### src/core/fpd_pkg.sv
// constants and carrier types of the fan duty and standby controller
package fpd_pkg;
   localparam int unsigned CLK_HZ          = 100_000_000;
   // carrier 24.0 kHz
   localparam int unsigned CARRIER_HZ      = 24_000;
   localparam int unsigned CARRIER_CYC     = CLK_HZ / CARRIER_HZ;
   localparam int unsigned SLOT_CYC        = CARRIER_CYC / 256;
   localparam int unsigned FAST_WIN_US     = 21_300;
   localparam int unsigned SLOW_WIN_US     = 85_300;
   localparam int unsigned FAST_WIN_CYC    = FAST_WIN_US * (CLK_HZ / 1_000_000);
   localparam int unsigned SLOW_WIN_CYC    = SLOW_WIN_US * (CLK_HZ / 1_000_000);
   localparam int unsigned OV_DEB_NS       = 80_000;
   localparam int unsigned OV_DEB_CYC      = OV_DEB_NS / 10;
   localparam int unsigned OV_BLANK_US     = 4_000;
   localparam int unsigned OV_BLANK_CYC    = OV_BLANK_US * (CLK_HZ / 1_000_000);
   localparam int unsigned OC_DEB_NS       = 500;
   localparam int unsigned OC_DEB_CYC      = (OC_DEB_NS + 9) / 10;
   localparam int unsigned OC_RETRY_US     = 5_000;
   localparam int unsigned OC_RETRY_CYC    = OC_RETRY_US * (CLK_HZ / 1_000_000);
   // 9.0 %, 7.8 %, 2.3 %, 10.2 %, 97.7 % of 256
   localparam logic [7:0]  WAKE_DUTY_THR   = 8'h17;
   localparam logic [7:0]  SLEEP_DUTY_THR  = 8'h14;
   localparam logic [7:0]  MIN_DRIVE_DUTY  = 8'h06;
   localparam logic [7:0]  LIN_LOW         = 8'h1a;
   localparam logic [7:0]  LIN_HIGH        = 8'hfa;
   localparam logic [8:0]  CEIL_BASE       = 9'h042;
   localparam logic [8:0]  FULL_DUTY       = 9'h100;
   localparam logic [2:0]  TACH_RD_LOW     = 3'h5;
   localparam logic [2:0]  OPEN_LOOP_GAIN  = 3'h0;
   localparam int unsigned NVW5_SU_HI      = 12;
   localparam int unsigned NVW5_SU_LO      = 11;
   localparam int unsigned NVW5_CEIL_HI    = 8;
   localparam int unsigned NVW5_CEIL_LO    = 3;
   localparam logic [7:0]  STARTUP_DUTY [4] = '{8'h40, 8'h80, 8'hc0, 8'hff};
   typedef enum logic [1:0] {
      FPD_RUN   = 2'b00,
      FPD_BRAKE = 2'b01,
      FPD_STBY  = 2'b10
   } fpd_state_t;
   typedef struct packed {
      logic       standby_allow;
      logic [2:0] tach_pin_config;
      logic       slow_window_select;
      logic [2:0] loop_gain_select;
      logic [15:0] nv_word5;
   } fpd_cfg_t;
   typedef struct packed {
      logic ov_raw;
      logic oc_raw;
      logic supply_rising;
      logic coil_current;
   } fpd_sense_t;
endpackage

### src/core/fpd_ctrl.sv
// duty front end, standby machine, access gate and protection timers
//
// Function
// - drive pwm at 24.0 kHz, 8-bit duty, nonzero duty never below 2.3 percent
// - integrate speed command into an 8-bit measured duty
// - window 21.3 ms with select 0, 85.3 ms with select 1
// - standby allowed: wake and start when duty exceeds 9.0 percent
// - standby allowed: start standby entry when duty below 7.8 percent two windows in a row
// - in standby always use the fast window
// - entry brakes at zero duty until coil current gone, then tri-state
// - standby entry and exit ignore protection state
// - standby disallowed: never sleep, hold floor speed down to zero duty
// - tach config codes: pulses, div2, mul2, ready high, overcurrent trip, ready low
// - standby allowed, config not 101: programming access unrestricted until the lock is set
// - standby allowed, config 101: access only once in standby
// - standby disallowed, config not 101: access only right after reset
// - standby disallowed with config 101 written: access blocked until the next reset
// - open loop when loop gain select equals 000
// - nv word 5: startup select bits 12..11, ceiling code bits 8..3
// - ceiling is (66 + 3 * code) / 256, full for codes 62 and 63
// - open loop startup duty chosen by startup select
// - open loop drive linear in input duty from 10.2 to 97.7 percent
// - disable bridge after overvoltage persists beyond 80 us
// - extra overvoltage blanking up to 4 ms after supply rise ends
// - overcurrent beyond 0.5 us trips, drive retried after 5 ms
// - programming mode: speed command pin is the serial clock input
// - programming mode: tach pin is the bidirectional serial data line
// - closed loop: input duty sets target between floor and top speed
`timescale 1ns/1ps
module fpd_ctrl (
   input  wire logic               ref_clk_i,
   input  wire logic               reset_i,
   input  wire logic               clk_en_i,
   input  wire fpd_pkg::fpd_cfg_t  cfg_i,
   input  wire fpd_pkg::fpd_sense_t sense_i,
   input  wire logic               speed_command_pin_i,
   input  wire logic               prog_mode_i,
   input  wire logic               cfg_write_i,
   input  wire logic               prog_req_i,
   input  wire logic               tach_pulse_i,
   input  wire logic               tach_data_i,
   input  wire logic               sda_out_i,
   input  wire logic [7:0]         floor_speed_i,
   input  wire logic [7:0]         top_speed_i,
   output logic                    bridge_pwm_o,
   output logic                    bridge_en_o,
   output logic [7:0]              drive_duty_o,
   output logic [7:0]              drive_duty_ceiling_o,
   output logic [7:0]              measured_in_duty_o,
   output logic                    standby_o,
   output logic                    prog_grant_o,
   output logic                    prog_scl_o,
   output logic                    prog_sda_o,
   output logic                    tach_pulse_output_o,
   output logic                    tach_oe_n_o,
   output logic                    open_loop_o,
   output logic [7:0]              target_speed_o,
   output logic                    ov_trip_o,
   output logic                    oc_trip_o
);
   import fpd_pkg::*;

   fpd_state_t state_q;
   logic [7:0] duty_meas;
   logic       win_done;
   logic       low_seen_q;
   logic       startup_q;
   logic       por_window_q;
   logic       locked_q;
   logic       tach_div_q;
   logic       tach_prev_q;
   logic [12:0] pwm_cnt_q;
   logic [12:0] pwm_hi_cyc;
   logic [7:0] pwm_duty_q;
   logic [15:0] ov_cnt_q;
   logic [19:0] blank_cnt_q;
   logic       rising_prev_q;
   logic [5:0] oc_cnt_q;
   logic [19:0] retry_cnt_q;
   logic [5:0] ceil_code;
   logic [1:0] su_sel;
   logic [8:0] ceil_full;
   logic [7:0] ceil_val;
   logic [7:0] lin_duty;
   logic [7:0] run_duty;
   logic [15:0] lin_prod;
   logic       blanking;
   logic       access_ok;
   logic       running;

   // standby always uses the fast window so wake follows one fast window
   fpd_integrator u_int (
      .ref_clk_i (ref_clk_i),
      .reset_i   (reset_i),
      .clk_en_i  (clk_en_i),
      .cmd_i     (speed_command_pin_i),
      .slow_i    (cfg_i.slow_window_select && (state_q != FPD_STBY)),
      .duty_o    (duty_meas),
      .done_o    (win_done)
   );

   assign ceil_code = cfg_i.nv_word5[NVW5_CEIL_HI:NVW5_CEIL_LO];
   assign su_sel    = cfg_i.nv_word5[NVW5_SU_HI:NVW5_SU_LO];
   assign ceil_full = CEIL_BASE + 9'(ceil_code) * 9'h003;
   // 100 percent is stored as 8'hff since the counter has 256 slots
   assign ceil_val  = (ceil_code >= 6'h3e || ceil_full >= FULL_DUTY) ? 8'hff
                      : ceil_full[7:0];

   // linear span mapped onto 0..ceiling; floor below the span, ceiling above it
   assign lin_prod = 16'(duty_meas - LIN_LOW) * 16'(ceil_val);
   always_comb begin
      if (duty_meas <= LIN_LOW) begin
         lin_duty = MIN_DRIVE_DUTY;
      end else if (duty_meas >= LIN_HIGH) begin
         lin_duty = ceil_val;
      end else begin
         lin_duty = 8'(lin_prod / 16'(LIN_HIGH - LIN_LOW));
      end
      if (lin_duty > ceil_val) begin
         lin_duty = ceil_val;
      end
   end

   // rising_prev_q covers the edge at which the rise ends and the timer loads
   assign blanking  = (blank_cnt_q != 20'h0) || sense_i.supply_rising || rising_prev_q;
   // ready means running on the regulated duty, past start-up
   assign running   = (state_q == FPD_RUN) && !startup_q;

   always_comb begin
      if (state_q != FPD_RUN || ov_trip_o || oc_trip_o) begin
         run_duty = 8'h00;
      end else if (startup_q) begin
         run_duty = STARTUP_DUTY[su_sel];
      end else begin
         run_duty = lin_duty;
      end
      if (run_duty != 8'h00 && run_duty < MIN_DRIVE_DUTY) begin
         run_duty = MIN_DRIVE_DUTY;
      end
   end

   // standby machine driven by measured duty, standby_allow and coil current
   always_ff @(posedge ref_clk_i or posedge reset_i) begin
      if (reset_i) begin
         state_q    <= FPD_RUN;
         low_seen_q <= 1'b0;
         startup_q  <= 1'b1;
      end else if (clk_en_i) begin
         case (state_q)
            FPD_RUN: begin
               if (win_done) begin
                  startup_q <= 1'b0;
                  if (cfg_i.standby_allow && duty_meas < SLEEP_DUTY_THR) begin
                     // a second low window means low for longer than one window
                     low_seen_q <= 1'b1;
                     if (low_seen_q) begin
                        state_q <= FPD_BRAKE;
                     end
                  end else begin
                     low_seen_q <= 1'b0;
                  end
               end
            end
            FPD_BRAKE: begin
               low_seen_q <= 1'b0;
               if (!sense_i.coil_current) begin
                  state_q <= FPD_STBY;
               end
            end
            FPD_STBY: begin
               if (win_done && (duty_meas > WAKE_DUTY_THR || !cfg_i.standby_allow)) begin
                  state_q   <= FPD_RUN;
                  startup_q <= 1'b1;
               end
            end
            default: begin
               state_q <= FPD_RUN;
            end
         endcase
      end
   end

   // programming access gate
   always_comb begin
      if (cfg_i.standby_allow) begin
         access_ok = (cfg_i.tach_pin_config != TACH_RD_LOW) || (state_q == FPD_STBY);
      end else begin
         access_ok = por_window_q && (cfg_i.tach_pin_config != TACH_RD_LOW);
      end
      if (locked_q) begin
         access_ok = 1'b0;
      end
   end

   always_ff @(posedge ref_clk_i or posedge reset_i) begin
      if (reset_i) begin
         por_window_q <= 1'b1;
         locked_q     <= 1'b0;
         prog_grant_o <= 1'b0;
      end else if (clk_en_i) begin
         // the reset window closes once the fan leaves its first start and programming mode is off
         if (!prog_mode_i && !startup_q) begin
            por_window_q <= 1'b0;
         end
         if (cfg_write_i && !cfg_i.standby_allow && cfg_i.tach_pin_config == TACH_RD_LOW) begin
            locked_q <= 1'b1;
         end
         prog_grant_o <= prog_req_i && access_ok;
      end
   end

   // tach edge tracking for the divide and multiply modes
   always_ff @(posedge ref_clk_i or posedge reset_i) begin
      if (reset_i) begin
         tach_div_q  <= 1'b0;
         tach_prev_q <= 1'b0;
      end else if (clk_en_i) begin
         tach_prev_q <= tach_pulse_i;
         if (tach_pulse_i && !tach_prev_q) begin
            tach_div_q <= ~tach_div_q;
         end
      end
   end

   // serial clock from command pin, data on tach pin; oe low drives the pin
   always_ff @(posedge ref_clk_i or posedge reset_i) begin
      if (reset_i) begin
         prog_scl_o          <= 1'b1;
         prog_sda_o          <= 1'b1;
         tach_pulse_output_o <= 1'b0;
         tach_oe_n_o         <= 1'b1;
      end else if (clk_en_i) begin
         if (prog_mode_i && access_ok) begin
            prog_scl_o          <= speed_command_pin_i;
            prog_sda_o          <= tach_data_i;
            tach_pulse_output_o <= 1'b0;
            tach_oe_n_o         <= sda_out_i;
         end else begin
            tach_oe_n_o <= 1'b0;
            case (cfg_i.tach_pin_config)
               3'h0: tach_pulse_output_o <= tach_pulse_i;
               3'h1: tach_pulse_output_o <= tach_div_q;
               3'h7: tach_pulse_output_o <= tach_pulse_i ^ tach_prev_q;
               // the ready codes name the level shown before the fan is ready
               3'h4: tach_pulse_output_o <= !running;
               3'h5: tach_pulse_output_o <= running;
               3'h3: tach_pulse_output_o <= oc_trip_o;
               default: tach_pulse_output_o <= tach_pulse_i;
            endcase
         end
      end
   end

   // high time in cycles; 8'hff is forced on since 256 slots fall short of a period
   assign pwm_hi_cyc = 13'(pwm_duty_q) * 13'(SLOT_CYC);

   // carrier counter, duty latched at each period start
   always_ff @(posedge ref_clk_i or posedge reset_i) begin
      if (reset_i) begin
         pwm_cnt_q    <= 13'h0;
         pwm_duty_q   <= 8'h0;
         bridge_pwm_o <= 1'b0;
      end else if (clk_en_i) begin
         if (pwm_cnt_q >= 13'(CARRIER_CYC - 1)) begin
            pwm_cnt_q  <= 13'h0;
            pwm_duty_q <= run_duty;
         end else begin
            pwm_cnt_q <= pwm_cnt_q + 13'h1;
         end
         bridge_pwm_o <= (pwm_duty_q == 8'hff) || (pwm_cnt_q < pwm_hi_cyc);
      end
   end

   // overvoltage debounce and blanking
   always_ff @(posedge ref_clk_i or posedge reset_i) begin
      if (reset_i) begin
         ov_cnt_q      <= 16'h0;
         blank_cnt_q   <= 20'h0;
         rising_prev_q <= 1'b0;
         ov_trip_o     <= 1'b0;
      end else if (clk_en_i) begin
         rising_prev_q <= sense_i.supply_rising;
         if (rising_prev_q && !sense_i.supply_rising) begin
            blank_cnt_q <= 20'(OV_BLANK_CYC);
         end else if (blank_cnt_q != 20'h0) begin
            blank_cnt_q <= blank_cnt_q - 20'h1;
         end
         if (!sense_i.ov_raw || blanking) begin
            ov_cnt_q  <= 16'h0;
            ov_trip_o <= 1'b0;
         end else if (ov_cnt_q >= 16'(OV_DEB_CYC)) begin
            ov_trip_o <= 1'b1;
         end else begin
            ov_cnt_q <= ov_cnt_q + 16'h1;
         end
      end
   end

   // overcurrent debounce, then a fixed wait before the drive is retried
   always_ff @(posedge ref_clk_i or posedge reset_i) begin
      if (reset_i) begin
         oc_cnt_q    <= 6'h0;
         retry_cnt_q <= 20'h0;
         oc_trip_o   <= 1'b0;
      end else if (clk_en_i) begin
         if (oc_trip_o) begin
            oc_cnt_q <= 6'h0;
            if (retry_cnt_q == 20'h0) begin
               oc_trip_o <= 1'b0;
            end else begin
               retry_cnt_q <= retry_cnt_q - 20'h1;
            end
         end else if (!sense_i.oc_raw) begin
            oc_cnt_q <= 6'h0;
         end else if (oc_cnt_q >= 6'(OC_DEB_CYC)) begin
            oc_trip_o   <= 1'b1;
            retry_cnt_q <= 20'(OC_RETRY_CYC - 1);
         end else begin
            oc_cnt_q <= oc_cnt_q + 6'h1;
         end
      end
   end

   // registered status outputs
   always_ff @(posedge ref_clk_i or posedge reset_i) begin
      if (reset_i) begin
         bridge_en_o          <= 1'b0;
         drive_duty_o         <= 8'h0;
         drive_duty_ceiling_o <= 8'h0;
         measured_in_duty_o   <= 8'h0;
         standby_o            <= 1'b0;
         open_loop_o          <= 1'b0;
         target_speed_o       <= 8'h0;
      end else if (clk_en_i) begin
         bridge_en_o          <= (state_q != FPD_STBY) && !ov_trip_o && !oc_trip_o;
         drive_duty_o         <= run_duty;
         drive_duty_ceiling_o <= ceil_val;
         measured_in_duty_o   <= duty_meas;
         standby_o            <= (state_q == FPD_STBY);
         open_loop_o          <= (cfg_i.loop_gain_select == OPEN_LOOP_GAIN);
         target_speed_o       <= floor_speed_i +
            8'((16'(top_speed_i - floor_speed_i) * 16'(duty_meas)) >> 8);
      end
   end
endmodule

### src/core/fpd_integrator.sv
// speed-command integrator producing the 8-bit measured duty
`timescale 1ns/1ps
module fpd_integrator (
   input  wire logic       ref_clk_i,
   input  wire logic       reset_i,
   input  wire logic       clk_en_i,
   input  wire logic       cmd_i,
   input  wire logic       slow_i,
   output logic [7:0]      duty_o,
   output logic            done_o
);
   import fpd_pkg::*;
   logic [23:0] cnt_q;
   logic [23:0] hi_q;
   logic [23:0] win;
   assign win = slow_i ? 24'(SLOW_WIN_CYC) : 24'(FAST_WIN_CYC);
   always_ff @(posedge ref_clk_i or posedge reset_i) begin
      if (reset_i) begin
         cnt_q  <= 24'h0;
         hi_q   <= 24'h0;
         duty_o <= 8'h0;
         done_o <= 1'b0;
      end else if (clk_en_i) begin
         done_o <= 1'b0;
         if (cnt_q >= win - 24'h1) begin
            // fraction of high samples scaled to 8 bits
            duty_o <= 8'(({8'h0, hi_q} * 32'd255) / {8'h0, win});
            cnt_q  <= 24'h0;
            hi_q   <= 24'h0;
            done_o <= 1'b1;
         end else begin
            cnt_q <= cnt_q + 24'h1;
            hi_q  <= hi_q + {23'h0, cmd_i};
         end
      end
   end
endmodule

### config.mk
export PLATFORM = sky130hd
export DESIGN_NAME = fpd_ctrl
export DESIGN_NICKNAME = d
export VERILOG_FILES = /design/src/core/fpd_pkg.sv /design/src/core/fpd_ctrl.sv /design/src/core/fpd_integrator.sv
export SDC_FILE = /design/constraint.sdc
export NUM_CORES = 2
export LEC_CHECK = 0
export BUFFER_PORTS_ARGS = -buffer_cell sky130_fd_sc_hd__buf_2
export CORE_UTILIZATION = 40
export DETAILED_ROUTE_END_ITERATION = 12
export PLACE_DENSITY = 0.57
export SKIP_LAST_GASP = 1
export SYNTH_ARGS = -nofsm -noshare
export SYNTH_HDL_FRONTEND = slang
export SYNTH_HIERARCHICAL = 1
export SYNTH_SLANG_ARGS = --single-unit
### constraint.sdc
create_clock -name ref_clk_i -period 35.7 [get_ports ref_clk_i]
set_clock_uncertainty 0.2 [all_clocks]
set_input_delay 8.925 -clock ref_clk_i [delete_from_list [all_inputs] [get_ports ref_clk_i]]
set_output_delay 8.925 -clock ref_clk_i [all_outputs]
set_load 0.02 [all_outputs]
==> impl_metrics.json <==
{
  "num_vias": 29942,
  "cts-root-buf": "clkbuf_16",
  "crit_top_cell": "ha_1",
  "synth.avg_cell_area_um2": 8.048,
  "endpoint": "u_int/duty_o[0]",
  "yosysUniqueCellTypes": 155,
  "crit_path_top_delay_cell": "a2111oi_1",
  "synth_warnings": 6,
  "initial_core_util_pct": 40.64,
  "track_usage_pct": 21.37,
  "ys_seq_area_share_pct": 14.35,
  "clockBufferDepth": 2,
  "rrSetupSlack_ns": 5.45,
  "synth_edf_count": 0,
  "worst_pin_slew_ns": 1.142,
  "cp-startpoint": "cfg_i[19]",
  "setup_slack_ns": 1.882,
  "multi_input_area_um2": 26340,
  "htree_levels": 4,
  "r2r_end": "u_int/duty_o[0]",
  "fp.dieW_um": 291.5,
  "path_clk_slew_ns": 0.08,
  "routedWlPerCell_um": 17.24,
  "cp.required_ns": 35.82,
  "hp-class": "register to register",
  "postSynth.asyncResetShare_pct": 100.0,
  "syn2layout_area_growth_pct": 7.150,
  "min_period_ns": 33.82,
  "rsz0062_at_grt": "no",
  "syn_area_um2": 33530,
  "grt_pass1_wl_mm": 152.1,
  "syn_nets": 4696,
  "ys_ff_latch": 192,
  "synthCells": 4166,
  "post-cts-setup-buffers": 0,
  "die_h_um": 291.5,
  "portBuffers": 88,
  "slowest_delay_ns": 0.51,
  "rows": 105,
  "layout-drive-gt1-share_pct": 9.960,
  "status": "complete, no violations",
  "grt_start_max_net_pins": 84,
  "seq_area_um2": 4811,
  "drc_errors": 0,
  "gp_congestion": 0.9169,
  "drtIter0Drc": 1757,
  "tns_ns": 0,
  "clk_latency_ns": 0.47,
  "wirelength_mm": 91.30,
  "max_freq_mhz": 29.57,
  "ant_nets": 0,
  "setup_viol": 0,
  "worstPathMaxFanout": 16,
  "cts_tree": "done",
  "io_pins": 97,
  "vias_per_cell": 5.653,
  "fillers": 8402,
  "dp_slack_ns": 0.8533,
  "final_nets": 4744,
  "diodes": 0,
  "clock_sink_count": 192,
  "hold_viol": 0,
  "overflow": 0,
  "crit_path_end_kind": "register",
  "period_share_pct": 94.73,
  "r2r_cells": 122,
  "dp_hpwl_mm": 72.52,
  "synth_ff_type": "dfrtp_1",
  "worst_ep_arrival_time_ns": 33.94,
  "antenna_found_initial": 0,
  "dr.pass1.iters": 6,
  "core_um2": 82500,
  "finalMaxSlewViolations": 0,
  "max-slew-margin-rel_pct": 23.56,
  "cp-start-kind": "input pin",
  "cts_buffers": 17,
  "maxCapViolations": 0,
  "r2r-start": "u_int/hi_q[7]",
  "die_area_um2": 84980,
  "critical_path_class": "input pin to register",
  "final_util_pct": 43.54,
  "grt_pass1_vias": 29063
}
==> worst max-delay path: cells and delay by family <==
kind                       cells  cell delay, ns
adders and majority gates     12            3.98
and+or+nand+nor               44            8.94
muxes                          2            0.45
AOI/OAI and AO/OA             34            7.77
buffers and inverters          9            1.50
xor gates and xnor gates      10            2.28
==> cell families after synthesis <==
| group | synth area share, % |
|---|---|
| muxes | 3.612 |
| xor gates and xnor gates | 7.684 |
| AOI/OAI and AO/OA | 22.73 |
| DFF | 14.35 |
| adders and majority gates | 22.95 |
| buffers and inverters | 7.221 |
| and+or+nand+nor | 21.45 |
==> routing by layer <==
metal	part of all wire, %	vias up	track usage [%]
li1	-	14914	-
met5	0	-	0
met1	49	14495	30.51
met2	47	456	35.65
met3	2.4	77	1.329
met4	1.2	0	3.902
==> flip-flops by register name, indices dropped and copies added (netlist names), 2 cells and up <==
register              count
u_int/cnt_q              24
pwm_cnt_q                13
u_int/duty_o              8
drive_duty_o              8
u_int/hi_q               24
target_speed_o            8
retry_cnt_q              20
ov_cnt_q                 16
drive_duty_ceiling_o      8
blank_cnt_q              20
measured_in_duty_o        8
state_q                   2
pwm_duty_q                8
oc_cnt_q                  6
==> synth_stat cells, drive strengths merged (14+ instances only) <==
cell type  instances  area share (%)
mux2i             48             1.5
nand2b            36            0.67
o31a              17            0.44
mux2              59             2.0
a221oi            17            0.57
nand2            357             4.1
o211a             15            0.47
buf               56            0.97
or3               60             1.1
o2111ai           17            0.48
a21oi            213             3.3
fa               222              13
a21boi            15            0.35
a211o             19            0.52
o21a              52             1.2
clkbuf            75            0.84
nand4             44            0.88
o41ai             15            0.52
nor4              43            0.93
o211ai            53             1.3
or4               19            0.44
ha               254             9.5
and3              49            0.91
o21ai            240             3.6
a41oi             14            0.43
nor2             360             4.1
nor3             137             2.2
nor2b             31            0.58
dfrtp            187              14
nand3            111             1.7
a211oi            71             1.9
inv              481             5.4
a31oi             44            0.90
o31ai             35            0.90
o22ai             23            0.43
and2              80             1.5
or2               27            0.50
and4              19            0.50
a21o              39            0.88
xnor2            187             4.9
xor2             102             2.7
a2111oi           25            0.68
==> through the flow <==
stage               std cells  hold slack (ns)  cell area (µm²)
global placement         5265           0.2517            35260
floorplan                4166           0.2369            33530
CTS                      5297           0.2755            35890
finish                   5297           0.2743            35920
detailed placement       5265           0.2599            35260
global route             5297           0.2954            35920
==> area by class of cell <==
class	count	area share [%]
Inverter	483	5.061
Sequential cell	192	13.39
Timing Repair Buffer	160	2.738
Multi-Input combinational cell	3360	73.32
Clock buffer	19	1.233
Tap cell	1070	3.727
Clock inverter	13	0.5294
==> repair_timing <==
action / 4_1_cts / 5_1_grt
gates resized for setup: 0 / 8
hold buffers: 0 / 0
hold endpoints to repair: 0 / 0
endpoints found under the setup margin: 0 / 1
==> layout by cell type, fill, tap and decap left out, types with 73 or more instances in the layout <==
master / instances
ha_1: 254
dfrtp_1: 187
and2_1: 75
nand2_1: 349
nor3_1: 131
a21oi_1: 206
nor2_1: 353
o21ai_0: 199
fa_1: 222
nand3_1: 109
inv_1: 476
buf_2: 87
xor2_1: 101
xnor2_1: 184
buf_4: 73
==> worst min-delay path by stage <==
stage,from,endpoint,slack (ns),depth (start not counted)
floorplan,locked_q,locked_q,0.24,2
global placement,locked_q,locked_q,0.25,2
detailed placement,locked_q,locked_q,0.26,2
CTS,tach_div_q,tach_div_q,0.28,1
global route,locked_q,locked_q,0.30,2
finish,locked_q,locked_q,0.27,2
Power is not shown: default switching activity piles up to over one toggle a cycle in this logic, so the estimate is an artifact.
